===== config.mk =====
export PLATFORM = sky130hd
export DESIGN_NAME = fhp_host_port
export DESIGN_NICKNAME = d
export VERILOG_FILES = /design/src/inc/fhp_pkg.sv /design/src/rtl/fhp_host_port.sv
export SDC_FILE = /design/constraint.sdc
export NUM_CORES = 1
export LEC_CHECK = 0
export BUFFER_PORTS_ARGS = -buffer_cell sky130_fd_sc_hd__buf_2
export CAP_MARGIN = 40
export CORE_ASPECT_RATIO = 1.75
export CORE_MARGIN = 2
export CORE_UTILIZATION = 40
export CTS_CLUSTER_DIAMETER = 60
export DETAILED_ROUTE_END_ITERATION = 10
export PLACE_DENSITY = 0.7
export SETUP_SLACK_MARGIN = 0.5
export SLEW_MARGIN = 20
export SYNTH_ARGS = -nofsm -noshare
export SYNTH_HDL_FRONTEND = slang
export SYNTH_SLANG_ARGS = --single-unit

===== constraint.sdc =====
create_clock -name REF_CLK_IN -period 5.1 [get_ports REF_CLK_IN]
set_input_delay 0.51 -clock REF_CLK_IN [delete_from_list [all_inputs] [get_ports REF_CLK_IN]]
set_output_delay 0.51 -clock REF_CLK_IN [all_outputs]
set_load 0.01 [all_outputs]

===== src/inc/fhp_pkg.sv =====
// fhp_pkg: offsets, reset values and types of the floppy host port
package fhp_pkg;
  // register indices; byte address is four times the index
  localparam logic [3:0] IDX_MSR = 4'h4;
  localparam logic [3:0] IDX_DATA = 4'h5;
  localparam logic [3:0] IDX_DIR = 4'h7;
  localparam logic [7:0] DSR_RST = 8'h02;
  localparam logic CFG_NOFIFO_RST = 1'b1;
  localparam int MSR_RQM = 7;
  localparam int MSR_DIO = 6;
  localparam int MSR_NDM = 5;
  localparam int MSR_CB = 4;
  localparam int DIR_CHG = 7;
  localparam int DSR_SWRST = 7;
  localparam int DSR_PWD = 6;
  localparam int PRE_LO = 2;
  localparam int PRE_HI = 4;
  localparam int SPC_ND_BIT = 0;
  localparam int CFG_NOFIFO_BIT = 5;
  localparam int EXEC_BYTES = 512;
  localparam logic [4:0] CMD_SPECIFY = 5'h03;
  localparam logic [4:0] CMD_CONFIG = 5'h13;
  localparam logic [4:0] CMD_SENSE = 5'h08;
  localparam logic [4:0] CMD_READ = 5'h06;
  localparam logic [4:0] CMD_WRITE = 5'h05;
  localparam logic [4:0] CMD_RECAL = 5'h07;
  localparam logic [4:0] CMD_SEEK = 5'h0F;
  localparam logic [7:0] ST0_INVALID = 8'h80;
  typedef enum logic [1:0] {PH_CMD, PH_EXEC, PH_RES} fhp_phase_e;
  typedef struct packed {
    logic [3:0] params;
    logic exec;
    logic rd;
    logic [2:0] results;
    logic bad;
  } fhp_cmd_s;
endpackage


===== src/rtl/fhp_host_port.sv =====
// fhp_host_port: APB host port and phase sequencer of a floppy controller
`timescale 1ns/1ps
`default_nettype none
// Summary of operation
// - rate control write sets rate from bits 1-0: 500K,300K,250K,1M
// - shared offset: reads give disk input status, writes go to rate control
// - status bit 7 is the inverse of the synced media changed pin
// - data port is an 8-bit read/write path for commands and results
// - data port writes fill a stack in command phase, else go to the drive; reads give the read buffer or a result byte
// - command, execution and result phases; a command may skip some
// - after reset the controller waits in command phase for a byte
// - ready flag drops after each byte and returns when next is wanted
// - after last command byte move on by itself and disable the FIFO
// - sector data moves only in the execution phase
// - execution bytes flagged by interrupt or DMA request per setup
// - setup options command decides FIFO enable state after software reset
// - execution ends after all bytes; no result means ready at once
// - active rate is the latest write of rate select or rate control
// - hardware reset loads rate select with 02h; software reset keeps it
// - with ready set, direction 0 means host write, 1 host read
// - busy reads 1 during a command and 0 after result phase end
module fhp_host_port #(
  parameter int ADDR_W = 8,
  parameter int STK_DEPTH = 16,
  parameter int XCNT_W = 16,
  parameter int EXEC_BYTES = fhp_pkg::EXEC_BYTES
) (
  input wire logic REF_CLK_IN,
  input wire logic RST_N_IN,
  input wire logic PSEL_IN,
  input wire logic PENABLE_IN,
  input wire logic PWRITE_IN,
  input wire logic [ADDR_W-1:0] PADDR_IN,
  input wire logic [31:0] PWDATA_IN,
  output logic [31:0] PRDATA_OUT,
  output logic PREADY_OUT,
  output logic PSLVERR_OUT,
  input wire logic MEDIA_CHANGED_N_IN,
  input wire logic [7:0] DRV_RDATA_IN,
  input wire logic DRV_RVALID_IN,
  output logic DRV_RREADY_OUT,
  output logic [7:0] DRV_WDATA_OUT,
  output logic DRV_WSTB_OUT,
  input wire logic [7:0] RES_BYTE_IN,
  output logic [2:0] RES_IDX_OUT,
  output logic [7:0] CMD_CODE_OUT,
  output logic EXEC_ACTIVE_OUT,
  output logic [1:0] RATE_CODE_OUT,
  output logic [2:0] PRECOMP_OUT,
  output logic POWER_DOWN_OUT,
  output logic FIFO_EN_OUT,
  output logic INTERRUPT_REQUEST_OUT,
  output logic DMA_REQUEST_N_OUT
);

  typedef struct packed {
    fhp_pkg::fhp_phase_e ph;
    logic [STK_DEPTH-1:0][7:0] stk;
    logic [3:0] cnt;
    fhp_pkg::fhp_cmd_s info;
    logic [2:0] res_idx;
    logic [XCNT_W-1:0] xcnt;
    logic [7:0] rbuf;
    logic rfull;
    logic host_transfer_ready;
    logic transfer_direction;
    logic cb;
    logic ndm;
    logic cfg_nofifo;
    logic fifo_en;
    logic [7:0] dsr;
    logic [1:0] rate;
    logic chg_s1;
    logic chg_s2;
    logic [31:0] prdata;
    logic [7:0] wdata;
    logic wstb;
  } fhp_state_s;

  fhp_state_s s_r;
  fhp_state_s s_nxt;

  function automatic logic hit(input logic [ADDR_W-1:0] a,
                               input logic [3:0] idx);
    hit = (a == ADDR_W'({idx, 2'b00}));
  endfunction

  // command table: parameter count, execution use, result count
  function automatic fhp_pkg::fhp_cmd_s cmd_info(input logic [4:0] c);
    cmd_info = '0;
    case (c)
      fhp_pkg::CMD_SPECIFY: cmd_info.params = 4'h2;
      fhp_pkg::CMD_CONFIG: cmd_info.params = 4'h3;
      fhp_pkg::CMD_SENSE: cmd_info.results = 3'h2;
      fhp_pkg::CMD_RECAL: cmd_info.params = 4'h1;
      fhp_pkg::CMD_SEEK: cmd_info.params = 4'h2;
      fhp_pkg::CMD_READ: begin
        cmd_info.params = 4'h8;
        cmd_info.exec = 1'b1;
        cmd_info.rd = 1'b1;
        cmd_info.results = 3'h7;
      end
      fhp_pkg::CMD_WRITE: begin
        cmd_info.params = 4'h8;
        cmd_info.exec = 1'b1;
        cmd_info.results = 3'h7;
      end
      default: begin
        cmd_info.results = 3'h1;
        cmd_info.bad = 1'b1;
      end
    endcase
  endfunction

  logic setup;
  logic wr;
  logic rd;
  logic mapped;
  logic dp_wr;
  logic dp_rd;
  logic dp_acc;
  logic in_exec;
  logic [7:0] wd;
  logic [7:0] main_status;

  assign setup = PSEL_IN & ~PENABLE_IN;
  assign wr = PSEL_IN & PENABLE_IN & PWRITE_IN;
  assign rd = PSEL_IN & PENABLE_IN & ~PWRITE_IN;
  assign mapped = hit(PADDR_IN, fhp_pkg::IDX_MSR)
                | hit(PADDR_IN, fhp_pkg::IDX_DATA)
                | hit(PADDR_IN, fhp_pkg::IDX_DIR);
  assign wd = PWDATA_IN[7:0];
  assign in_exec = (s_r.ph == fhp_pkg::PH_EXEC);
  // byte moves only when ready and the direction agrees
  assign dp_wr = wr & hit(PADDR_IN, fhp_pkg::IDX_DATA)
               & s_r.host_transfer_ready & ~s_r.transfer_direction;
  assign dp_rd = rd & hit(PADDR_IN, fhp_pkg::IDX_DATA)
               & s_r.host_transfer_ready & s_r.transfer_direction;
  assign dp_acc = dp_wr | dp_rd;
  assign main_status = {s_r.host_transfer_ready, s_r.transfer_direction, s_r.ndm & in_exec, s_r.cb, 4'h0};

  logic fin;
  logic want;
  fhp_pkg::fhp_cmd_s ci;

  always_comb begin
    s_nxt = s_r;
    fin = 1'b0;
    want = 1'b1;
    ci = s_r.info;
    s_nxt.wstb = 1'b0;
    s_nxt.chg_s1 = MEDIA_CHANGED_N_IN;
    s_nxt.chg_s2 = s_r.chg_s1;
    // read data is captured in the setup cycle
    if (setup && !PWRITE_IN) begin
      s_nxt.prdata = '0;
      if (hit(PADDR_IN, fhp_pkg::IDX_MSR)) begin
        s_nxt.prdata[7:0] = main_status;
      end
      if (hit(PADDR_IN, fhp_pkg::IDX_DIR)) begin
        s_nxt.prdata[fhp_pkg::DIR_CHG] = ~s_r.chg_s2;
      end
      if (hit(PADDR_IN, fhp_pkg::IDX_DATA)) begin
        if (in_exec && s_r.info.rd) begin
          s_nxt.prdata[7:0] = s_r.rbuf;
        end else if (s_r.ph == fhp_pkg::PH_RES) begin
          s_nxt.prdata[7:0] = s_r.info.bad ? fhp_pkg::ST0_INVALID
                                           : RES_BYTE_IN;
        end
      end
    end
    case (s_r.ph)
      fhp_pkg::PH_CMD: begin
        if (dp_wr) begin
          s_nxt.cb = 1'b1;
          s_nxt.stk[s_r.cnt] = wd;
          if (s_r.cnt == 4'h0) begin
            ci = cmd_info(wd[4:0]);
          end
          s_nxt.info = ci;
          s_nxt.cnt = s_r.cnt + 4'h1;
          if (s_r.cnt == ci.params) begin
            s_nxt.cnt = 4'h0;
            s_nxt.fifo_en = 1'b0;
            if (s_nxt.stk[0][4:0] == fhp_pkg::CMD_SPECIFY) begin
              s_nxt.ndm = s_nxt.stk[2][fhp_pkg::SPC_ND_BIT];
            end
            if (s_nxt.stk[0][4:0] == fhp_pkg::CMD_CONFIG) begin
              s_nxt.cfg_nofifo =
                s_nxt.stk[2][fhp_pkg::CFG_NOFIFO_BIT];
            end
            if (ci.exec) begin
              s_nxt.ph = fhp_pkg::PH_EXEC;
              s_nxt.xcnt = XCNT_W'(EXEC_BYTES);
              s_nxt.transfer_direction = ci.rd;
            end else begin
              fin = 1'b1;
            end
          end
        end
      end
      fhp_pkg::PH_EXEC: begin
        if (s_r.info.rd) begin
          if (DRV_RVALID_IN && !s_r.rfull) begin
            s_nxt.rbuf = DRV_RDATA_IN;
            s_nxt.rfull = 1'b1;
          end
        end else if (dp_wr) begin
          s_nxt.wdata = wd;
          s_nxt.wstb = 1'b1;
        end
        if (dp_rd) begin
          s_nxt.rfull = 1'b0;
        end
        if (dp_acc) begin
          s_nxt.xcnt = s_r.xcnt - XCNT_W'(1);
          fin = (s_r.xcnt == XCNT_W'(1));
        end
      end
      fhp_pkg::PH_RES: begin
        if (dp_rd) begin
          s_nxt.res_idx = s_r.res_idx + 3'h1;
          if (s_r.res_idx == s_r.info.results - 3'h1) begin
            s_nxt.ph = fhp_pkg::PH_CMD;
            s_nxt.transfer_direction = 1'b0;
            s_nxt.cb = 1'b0;
          end
        end
      end
      default: s_nxt.ph = fhp_pkg::PH_CMD;
    endcase
    // end of command or execution stage: result phase or idle
    if (fin) begin
      s_nxt.res_idx = 3'h0;
      if (ci.results != 3'h0) begin
        s_nxt.ph = fhp_pkg::PH_RES;
        s_nxt.transfer_direction = 1'b1;
      end else begin
        s_nxt.ph = fhp_pkg::PH_CMD;
        s_nxt.transfer_direction = 1'b0;
        s_nxt.cb = 1'b0;
      end
    end
    if (s_nxt.ph == fhp_pkg::PH_EXEC && s_nxt.info.rd) begin
      want = s_nxt.rfull;
    end
    s_nxt.host_transfer_ready = want & ~dp_acc;
    if (wr && hit(PADDR_IN, fhp_pkg::IDX_DIR)) begin
      s_nxt.rate = wd[1:0];
    end
    if (wr && hit(PADDR_IN, fhp_pkg::IDX_MSR)) begin
      s_nxt.dsr = {1'b0, wd[6:0]};
      s_nxt.rate = wd[1:0];
      // self-clearing software reset keeps rates and setup
      if (wd[fhp_pkg::DSR_SWRST]) begin
        s_nxt.ph = fhp_pkg::PH_CMD;
        s_nxt.cnt = 4'h0;
        s_nxt.res_idx = 3'h0;
        s_nxt.rfull = 1'b0;
        s_nxt.transfer_direction = 1'b0;
        s_nxt.cb = 1'b0;
        s_nxt.host_transfer_ready = 1'b1;
        s_nxt.fifo_en = ~s_r.cfg_nofifo;
      end
    end
    if (!RST_N_IN) begin
      s_nxt = '0;
      s_nxt.dsr = fhp_pkg::DSR_RST;
      s_nxt.rate = fhp_pkg::DSR_RST[1:0];
      s_nxt.host_transfer_ready = 1'b1;
      s_nxt.cfg_nofifo = fhp_pkg::CFG_NOFIFO_RST;
      s_nxt.fifo_en = ~fhp_pkg::CFG_NOFIFO_RST;
      s_nxt.chg_s1 = 1'b1;
      s_nxt.chg_s2 = 1'b1;
    end
  end

  always_ff @(posedge REF_CLK_IN) begin
    s_r <= s_nxt;
  end

  assign PRDATA_OUT = s_r.prdata;
  assign PREADY_OUT = 1'b1;
  assign PSLVERR_OUT = PSEL_IN & PENABLE_IN & ~mapped;
  assign DRV_RREADY_OUT = in_exec & s_r.info.rd & ~s_r.rfull;
  assign DRV_WDATA_OUT = s_r.wdata;
  assign DRV_WSTB_OUT = s_r.wstb;
  assign RES_IDX_OUT = s_r.res_idx;
  assign CMD_CODE_OUT = s_r.stk[0];
  assign EXEC_ACTIVE_OUT = in_exec;
  assign RATE_CODE_OUT = s_r.rate;
  assign PRECOMP_OUT = s_r.dsr[fhp_pkg::PRE_HI:fhp_pkg::PRE_LO];
  assign POWER_DOWN_OUT = s_r.dsr[fhp_pkg::DSR_PWD];
  assign FIFO_EN_OUT = s_r.fifo_en;
  assign INTERRUPT_REQUEST_OUT = in_exec & s_r.ndm & s_r.host_transfer_ready;
  assign DMA_REQUEST_N_OUT = ~(in_exec & ~s_r.ndm & s_r.host_transfer_ready);
endmodule // fhp_host_port
`default_nettype wire


# Word-level counts from Yosys, hierarchy flattened
# Index checks and enable logic that the tools add are counted.
# W data, S select, Z words.
dict set report word_totals {
  ff_bits 206
  inputBits 63
  out_inout_bits 65
  word_cells 199
}
dict set report classes {
  n_addsub 4
  order_cmp 2
  eq_ne 22
  n_mux 72
  bitwise_logic 34
  reduce_logical 25
}
# op count
set ops {}
lappend ops {{$mux W144} 1}
lappend ops {{$bwmux W128} 1}
lappend ops {{$mux W16} 4}
lappend ops {{$mux W8} 6}
lappend ops {{$demux W8 S4} 1}
lappend ops {{$pmux W16 S2} 1}
lappend ops {{$mux W10} 3}
lappend ops {{$mux W4} 7}
lappend ops {{$eq A8 B5 Y1 const B} 3}
lappend ops {{$mux W2} 12}
lappend ops {{$mux W1} 22}
lappend ops {{$and A1 B1 Y1} 18}
lappend ops {{$mux W3} 6}
lappend ops {{$eq A16 B1 Y1 const B} 1}
lappend ops {{$pmux W4 S4} 1}
lappend ops {{$sub A16 B1 Y16 const B} 1}
lappend ops {{$eq A5 B3 Y1 const B} 3}
lappend ops {{$mux W14} 1}
lappend ops {{$not A1 Y1} 13}
lappend ops {{$mux W11} 1}
lappend ops {{$eq A5 B2 Y1 const B} 2}
lappend ops {{$eq A5 B4 Y1 const B} 2}
lappend ops {{$eq A5 B5 Y1 const B} 2}
lappend ops {{$pmux W3 S3} 1}
lappend ops {{29 further kinds} 46}

# Logic depth before layout (Yosys ltp)
dict set report logic_depth {
  word_depth 18
  ltp_mapped 10
  ltp_nobuf 9
}

# Worst setup path after synthesis
# OpenSTA, ideal clock, no wires.
dict set report synth_path {
  kind {input to register}
  start {input PADDR_IN[1]}
  end {register s_r[79] in the netlist's numbering}
  setup_time_ns 0.125
  arrival_time_ns 2.543
  t_required_ns 4.975
  path_slack_ns 2.432
  path_stages 8
  path_buffers 2
  cell_sequence {or4b_4 > or4_1 > buf_6 > nor4_4 > nand3_1 > o21ai_2 > buf_6 > a21oi_1}
}
dict set report synth_via {
  elab_chain_cells 7
  elab_cells_between_ends 11
  cone_classes {eq/ne (3); bitwise (7); reduce/logical (1)}
}
# element line_no
set synth_lines {}
lappend synth_lines {{start: declaration} fhp_host_port.sv:33} ;# input wire logic [ADDR_W-1:0] PADDR_IN,
lappend synth_lines {{$eq A8 B5 Y1 *} fhp_host_port.sv:85} ;# hit = (a == ADDR_W'({idx, 2'b00}));
lappend synth_lines {{$and A1 B1 Y1 (on tied branches)} {fhp_host_port.sv:135, fhp_host_port.sv:137}}
lappend synth_lines {{$and A1 B1 Y1 (on tied branches) (2 in a row)} {fhp_host_port.sv:136, fhp_host_port.sv:138}}
lappend synth_lines {{$or A1 B1 Y1} fhp_host_port.sv:139} ;# assign dp_acc = dp_wr | dp_rd;
lappend synth_lines {{$ne A2 B2 Y1 (no source line)} --}
lappend synth_lines {{$reduce_and A5 Y1 (no source line) *} --}
lappend synth_lines {{end signal: assignment} fhp_host_port.sv:279} ;# s_r <= s_nxt;
lappend synth_lines {{end: declaration} fhp_host_port.sv:80} ;# fhp_state_s s_r;
# Mark *: on every way between the ends. The rest lies on a longest branch, timed or not.
# A chain may end at the register's enable or synchronous reset.

# Worst setup path after layout
dict set report layout_path {
  start {input PADDR_IN[1]}
  end {register s_r[229] in the netlist's numbering}
}
dict set report layout_via {
  elab_chain_cells 10
  elab_cells_between_ends 19
  cone_classes {eq/ne (2); mux (9); bitwise (7); reduce/logical (1)}
}
# element line_no
set layout_lines {}
lappend layout_lines {{$eq A8 B5 Y1} fhp_host_port.sv:85}
lappend layout_lines {{$and A1 B1 Y1 (on tied branches)} {fhp_host_port.sv:135, fhp_host_port.sv:137}}
lappend layout_lines {{$and A1 B1 Y1 (on tied branches) (2 in a row)} {fhp_host_port.sv:136, fhp_host_port.sv:138}}
lappend layout_lines {{$or A1 B1 Y1} fhp_host_port.sv:139}
lappend layout_lines {{$mux W1} fhp_host_port.sv:215} ;# if (dp_acc) begin
lappend layout_lines {{$pmux W1 S2} fhp_host_port.sv:172} ;# case (s_r.ph)
lappend layout_lines {{$mux W2} fhp_host_port.sv:233} ;# if (fin) begin
lappend layout_lines {{$mux W2} fhp_host_port.sv:255} ;# if (wd[fhp_pkg::DSR_SWRST]) begin
lappend layout_lines {{$mux W2 *} fhp_host_port.sv:251} ;# if (wr && hit(PADDR_IN, fhp_pkg::IDX_MSR)) begin
# Marks and branches as above.

==> results_dict.tcl <==
set metrics [dict create \
    use_met3_pct 3.76 \
    place_hpwl_um 8560 \
    layout-drive-gt1-share_pct 19.4 \
    wl_per_cell_um 15.2 \
    dieArea_mm2 0.0126 \
    slowest_delay_ns 0.82 \
    slowest_stage "nor4_4" \
    globalRouteMet2Util_pct 33.0 \
    place_congestion 0.814 \
    critPathLaunchType "input port" \
    postSynthAreaPerCell_um2 8.16 \
    boundaryPins 128 \
    num-nets-final 674 \
    antenna_found_initial 0 \
    ys_seq_area_share_pct 36.5 \
    status "finished clean" \
    final_common_cell "dfxtp_1" \
    power.density_mw_per_mm2 273 \
    syn_area_mm2 0.00467 \
    period_needed_ns 3.11 \
    grt_pass1_vias 3895 \
    ys.flop_type "dfxtp_1" \
    worst_clock_skew_ns 0.00707 \
    ctsResizeCount 0 \
    post_cts_buffers 0 \
    combPwrFrac_pct 5.2 \
    rows 52 \
    dr.first_iter.drc_count 186 \
    yosysWarnings 0 \
    seqCellArea_mm2 0.00170 \
    clk_pin_slew_ns 0.06 \
    worstSetupPathType "in -> reg" \
    clock-root-buffer "clkbuf_16" \
    critPathArrivalTime_ns 3.33 \
    clock_sinks 85 \
    clk_latency_ns 0.34 \
    via_count 4011 \
    max_freq_mhz 322 \
    ir_worst_vdd_uv 210 \
    final_cell_mix "dfxtp_1, buf_2, nand2_1" \
    postCtsHoldBufs 0 \
    internal_power_mw 1.08 \
    final_util_pct 44.5 \
    grt_util_all_layers_pct 18.3 \
    async_reset_ff_share_pct 0 \
    portBuffers 78 \
    critPathTopFamily "simple AND/OR/NAND/NOR gates" \
    post_drt_via_cell_ratio 5.40 \
    grt.overflow.total 0 \
    dr.pass1.iters 5 \
    antenna-diode-count 0 \
    cp.required_ns 5.32 \
    rsz0062_at_grt "false" \
    seqPwrFrac_pct 47.7 \
    hold_viol 0 \
    htreeDepth 3 \
    syn_inst 572 \
    initial_core_util_pct 40.8 \
    synth_cell_types 62 \
    leakage_nw 1.98 \
    drv_cap 0 \
    postRouteAntennaNets 0 \
    post-route-drc-count 0 \
    multiInputGateArea_mm2 0.00247 \
    synth.top_cell.area_share_pct 36.5 \
    synth.area.top_cells "dfxtp_1, buf_4, a21oi_1" \
    cts-buffers-inserted 9 \
    grt_max_degree 41 \
    cp_num_buf_inv 1 \
    grt.met1_usage_pct 19.7 \
    busiest_layer "met2" \
    fill_cells 1125 \
    core_area_mm2 0.0115 \
    cts_tree "yes" \
    relSlewSlack_pct 36.7 \
    die_y_um 147 \
    switching_share_pct 22.7 \
    switchingPower_uw 316 \
    crit_fanout 12 \
    grt_first_pass_wirelength_um 18300 \
    clkPwrFrac_pct 47.1 \
    wl_um 11300 \
    synth_top_area_cell "dfxtp_1" \
    synth_enable_flop_cells 0 \
    critPathCaptureType "flip-flop" \
    area_delta_synth_final_pct 9.20 \
    finalSetupViolCount 0 \
    slew_viol_final 0 \
    synth_seq_cells 85 \
    fin_crit_sh_pct 60.9 \
    die_w_um 85.7 \
    hp-class "in -> reg" \
    worst_pin_slew_ns 0.926 \
    fin_tns_setup_ns 0 \
    cp_cell_sequence "buf_2 > or4b_4 > or4_1 > nor4_4 > nand4_1 > o21ai_2 > or2_2 > a21oi_1" \
    cts_buffer_depth 2 \
]
layer usage:
metal / vias up / routed length, um
met1: 1879 / 4440
met3: 25 / 554
met4: 0 / 332
met2: 136 / 5970
li1: 1971 / -
met5: - / 0
final cells by class:
class	count	area share [%]
repair buffers	82	8.32
well taps	135	3.31
inverters	8	0.589
flip-flops and latches	85	33.4
multi-input cells	418	48.5
clock buffers	10	4.69
clock inverters	5	1.20
worst paths after layout:
kind | from | to | slack, ns | cells after the start
min reg2reg | s_r[42] | s_r[41] | 0.43 | 1
max reg2reg | s_r[97] | s_r[73] | 2.08 | 10
min | MEDIA_CHANGED_N_IN | s_r[42] | 0.36 | 2
max | PADDR_IN[1] | s_r[229] | 1.99 | 8
Yosys cell counts, types with 4 or more instances:
cell,n
a21oi_1,59
a22oi_1,6
and2_1,4
and3_1,6
buf_2,4
buf_4,57
clkbuf_1,19
dfxtp_1,85
ha_1,7
inv_1,6
mux2i_1,22
nand2_1,62
nand2b_1,14
nand3_1,24
nand3b_1,5
nand4_1,6
nor2_1,58
nor3_1,12
o21ai_0,16
or3_1,14
or4_1,5
xnor2_1,5
xor2_1,11
stage by stage:
stage               cell area [um2]  setup WS (ns)  instances  hold slack (ns)  power [mW]
global placement               4780           1.64        726            0.402       0.751
global route                   5100           1.84        743            0.366        1.44
finish                         5100           1.99        743            0.360        1.39
CTS                            5080           1.87        742            0.354        1.40
detailed placement             4780           1.62        727            0.416       0.752
floorplan                      4750           2.43        595            0.386       0.738
worst register-to-register path, stage by stage, from the launching register on:
cell and delay [ns]:
dfxtp_1 0.44, inv_1 0.13, ha_1 0.22, nand2b_1 0.09, a21oi_1 0.08, or4_1 0.53, o21ai_1 0.28, a41oi_2 0.39
buf_6 0.27, or3_1 0.35, a21oi_1 0.18
state kept, by name, summed over array words and instances, names as in the netlist, named ones only:
signal          count
DRV_WDATA_OUT       8
main_status         3
RES_IDX_OUT         3
PRECOMP_OUT         3
FIFO_EN_OUT         1
RATE_CODE_OUT       2
DRV_WSTB_OUT        1
s_r                46
CMD_CODE_OUT        5
POWER_DOWN_OUT      1
PRDATA_OUT          8
cells by family (layout without fill, tap and decap cells):
| family | Yosys count | after routing | synth area share [%] |
|---|---|---|---|
| simple gates | 237 | 237 | 26.6 |
| fa+ha+maj | 7 | 7 | 1.88 |
| other cells | 2 | 25 | 0.161 |
| xor+xnor | 16 | 16 | 3.00 |
| mux | 24 | 24 | 5.20 |
| compound gates | 109 | 109 | 14.1 |
| buf+inv | 92 | 105 | 12.6 |
| flops | 85 | 85 | 36.5 |
power groups by stage:
stage | clock network, mW | registers, mW | logic [mW]
2_1_floorplan | 0 | 0.680 | 0.0588
3_3_place_gp | 0 | 0.680 | 0.0709
3_5_place_dp | 0 | 0.680 | 0.0720
4_1_cts | 0.666 | 0.665 | 0.0722
5_1_grt | 0.697 | 0.664 | 0.0800
6_report | 0.656 | 0.665 | 0.0729
No activity file was read; power rests on OpenSTA's default activity.
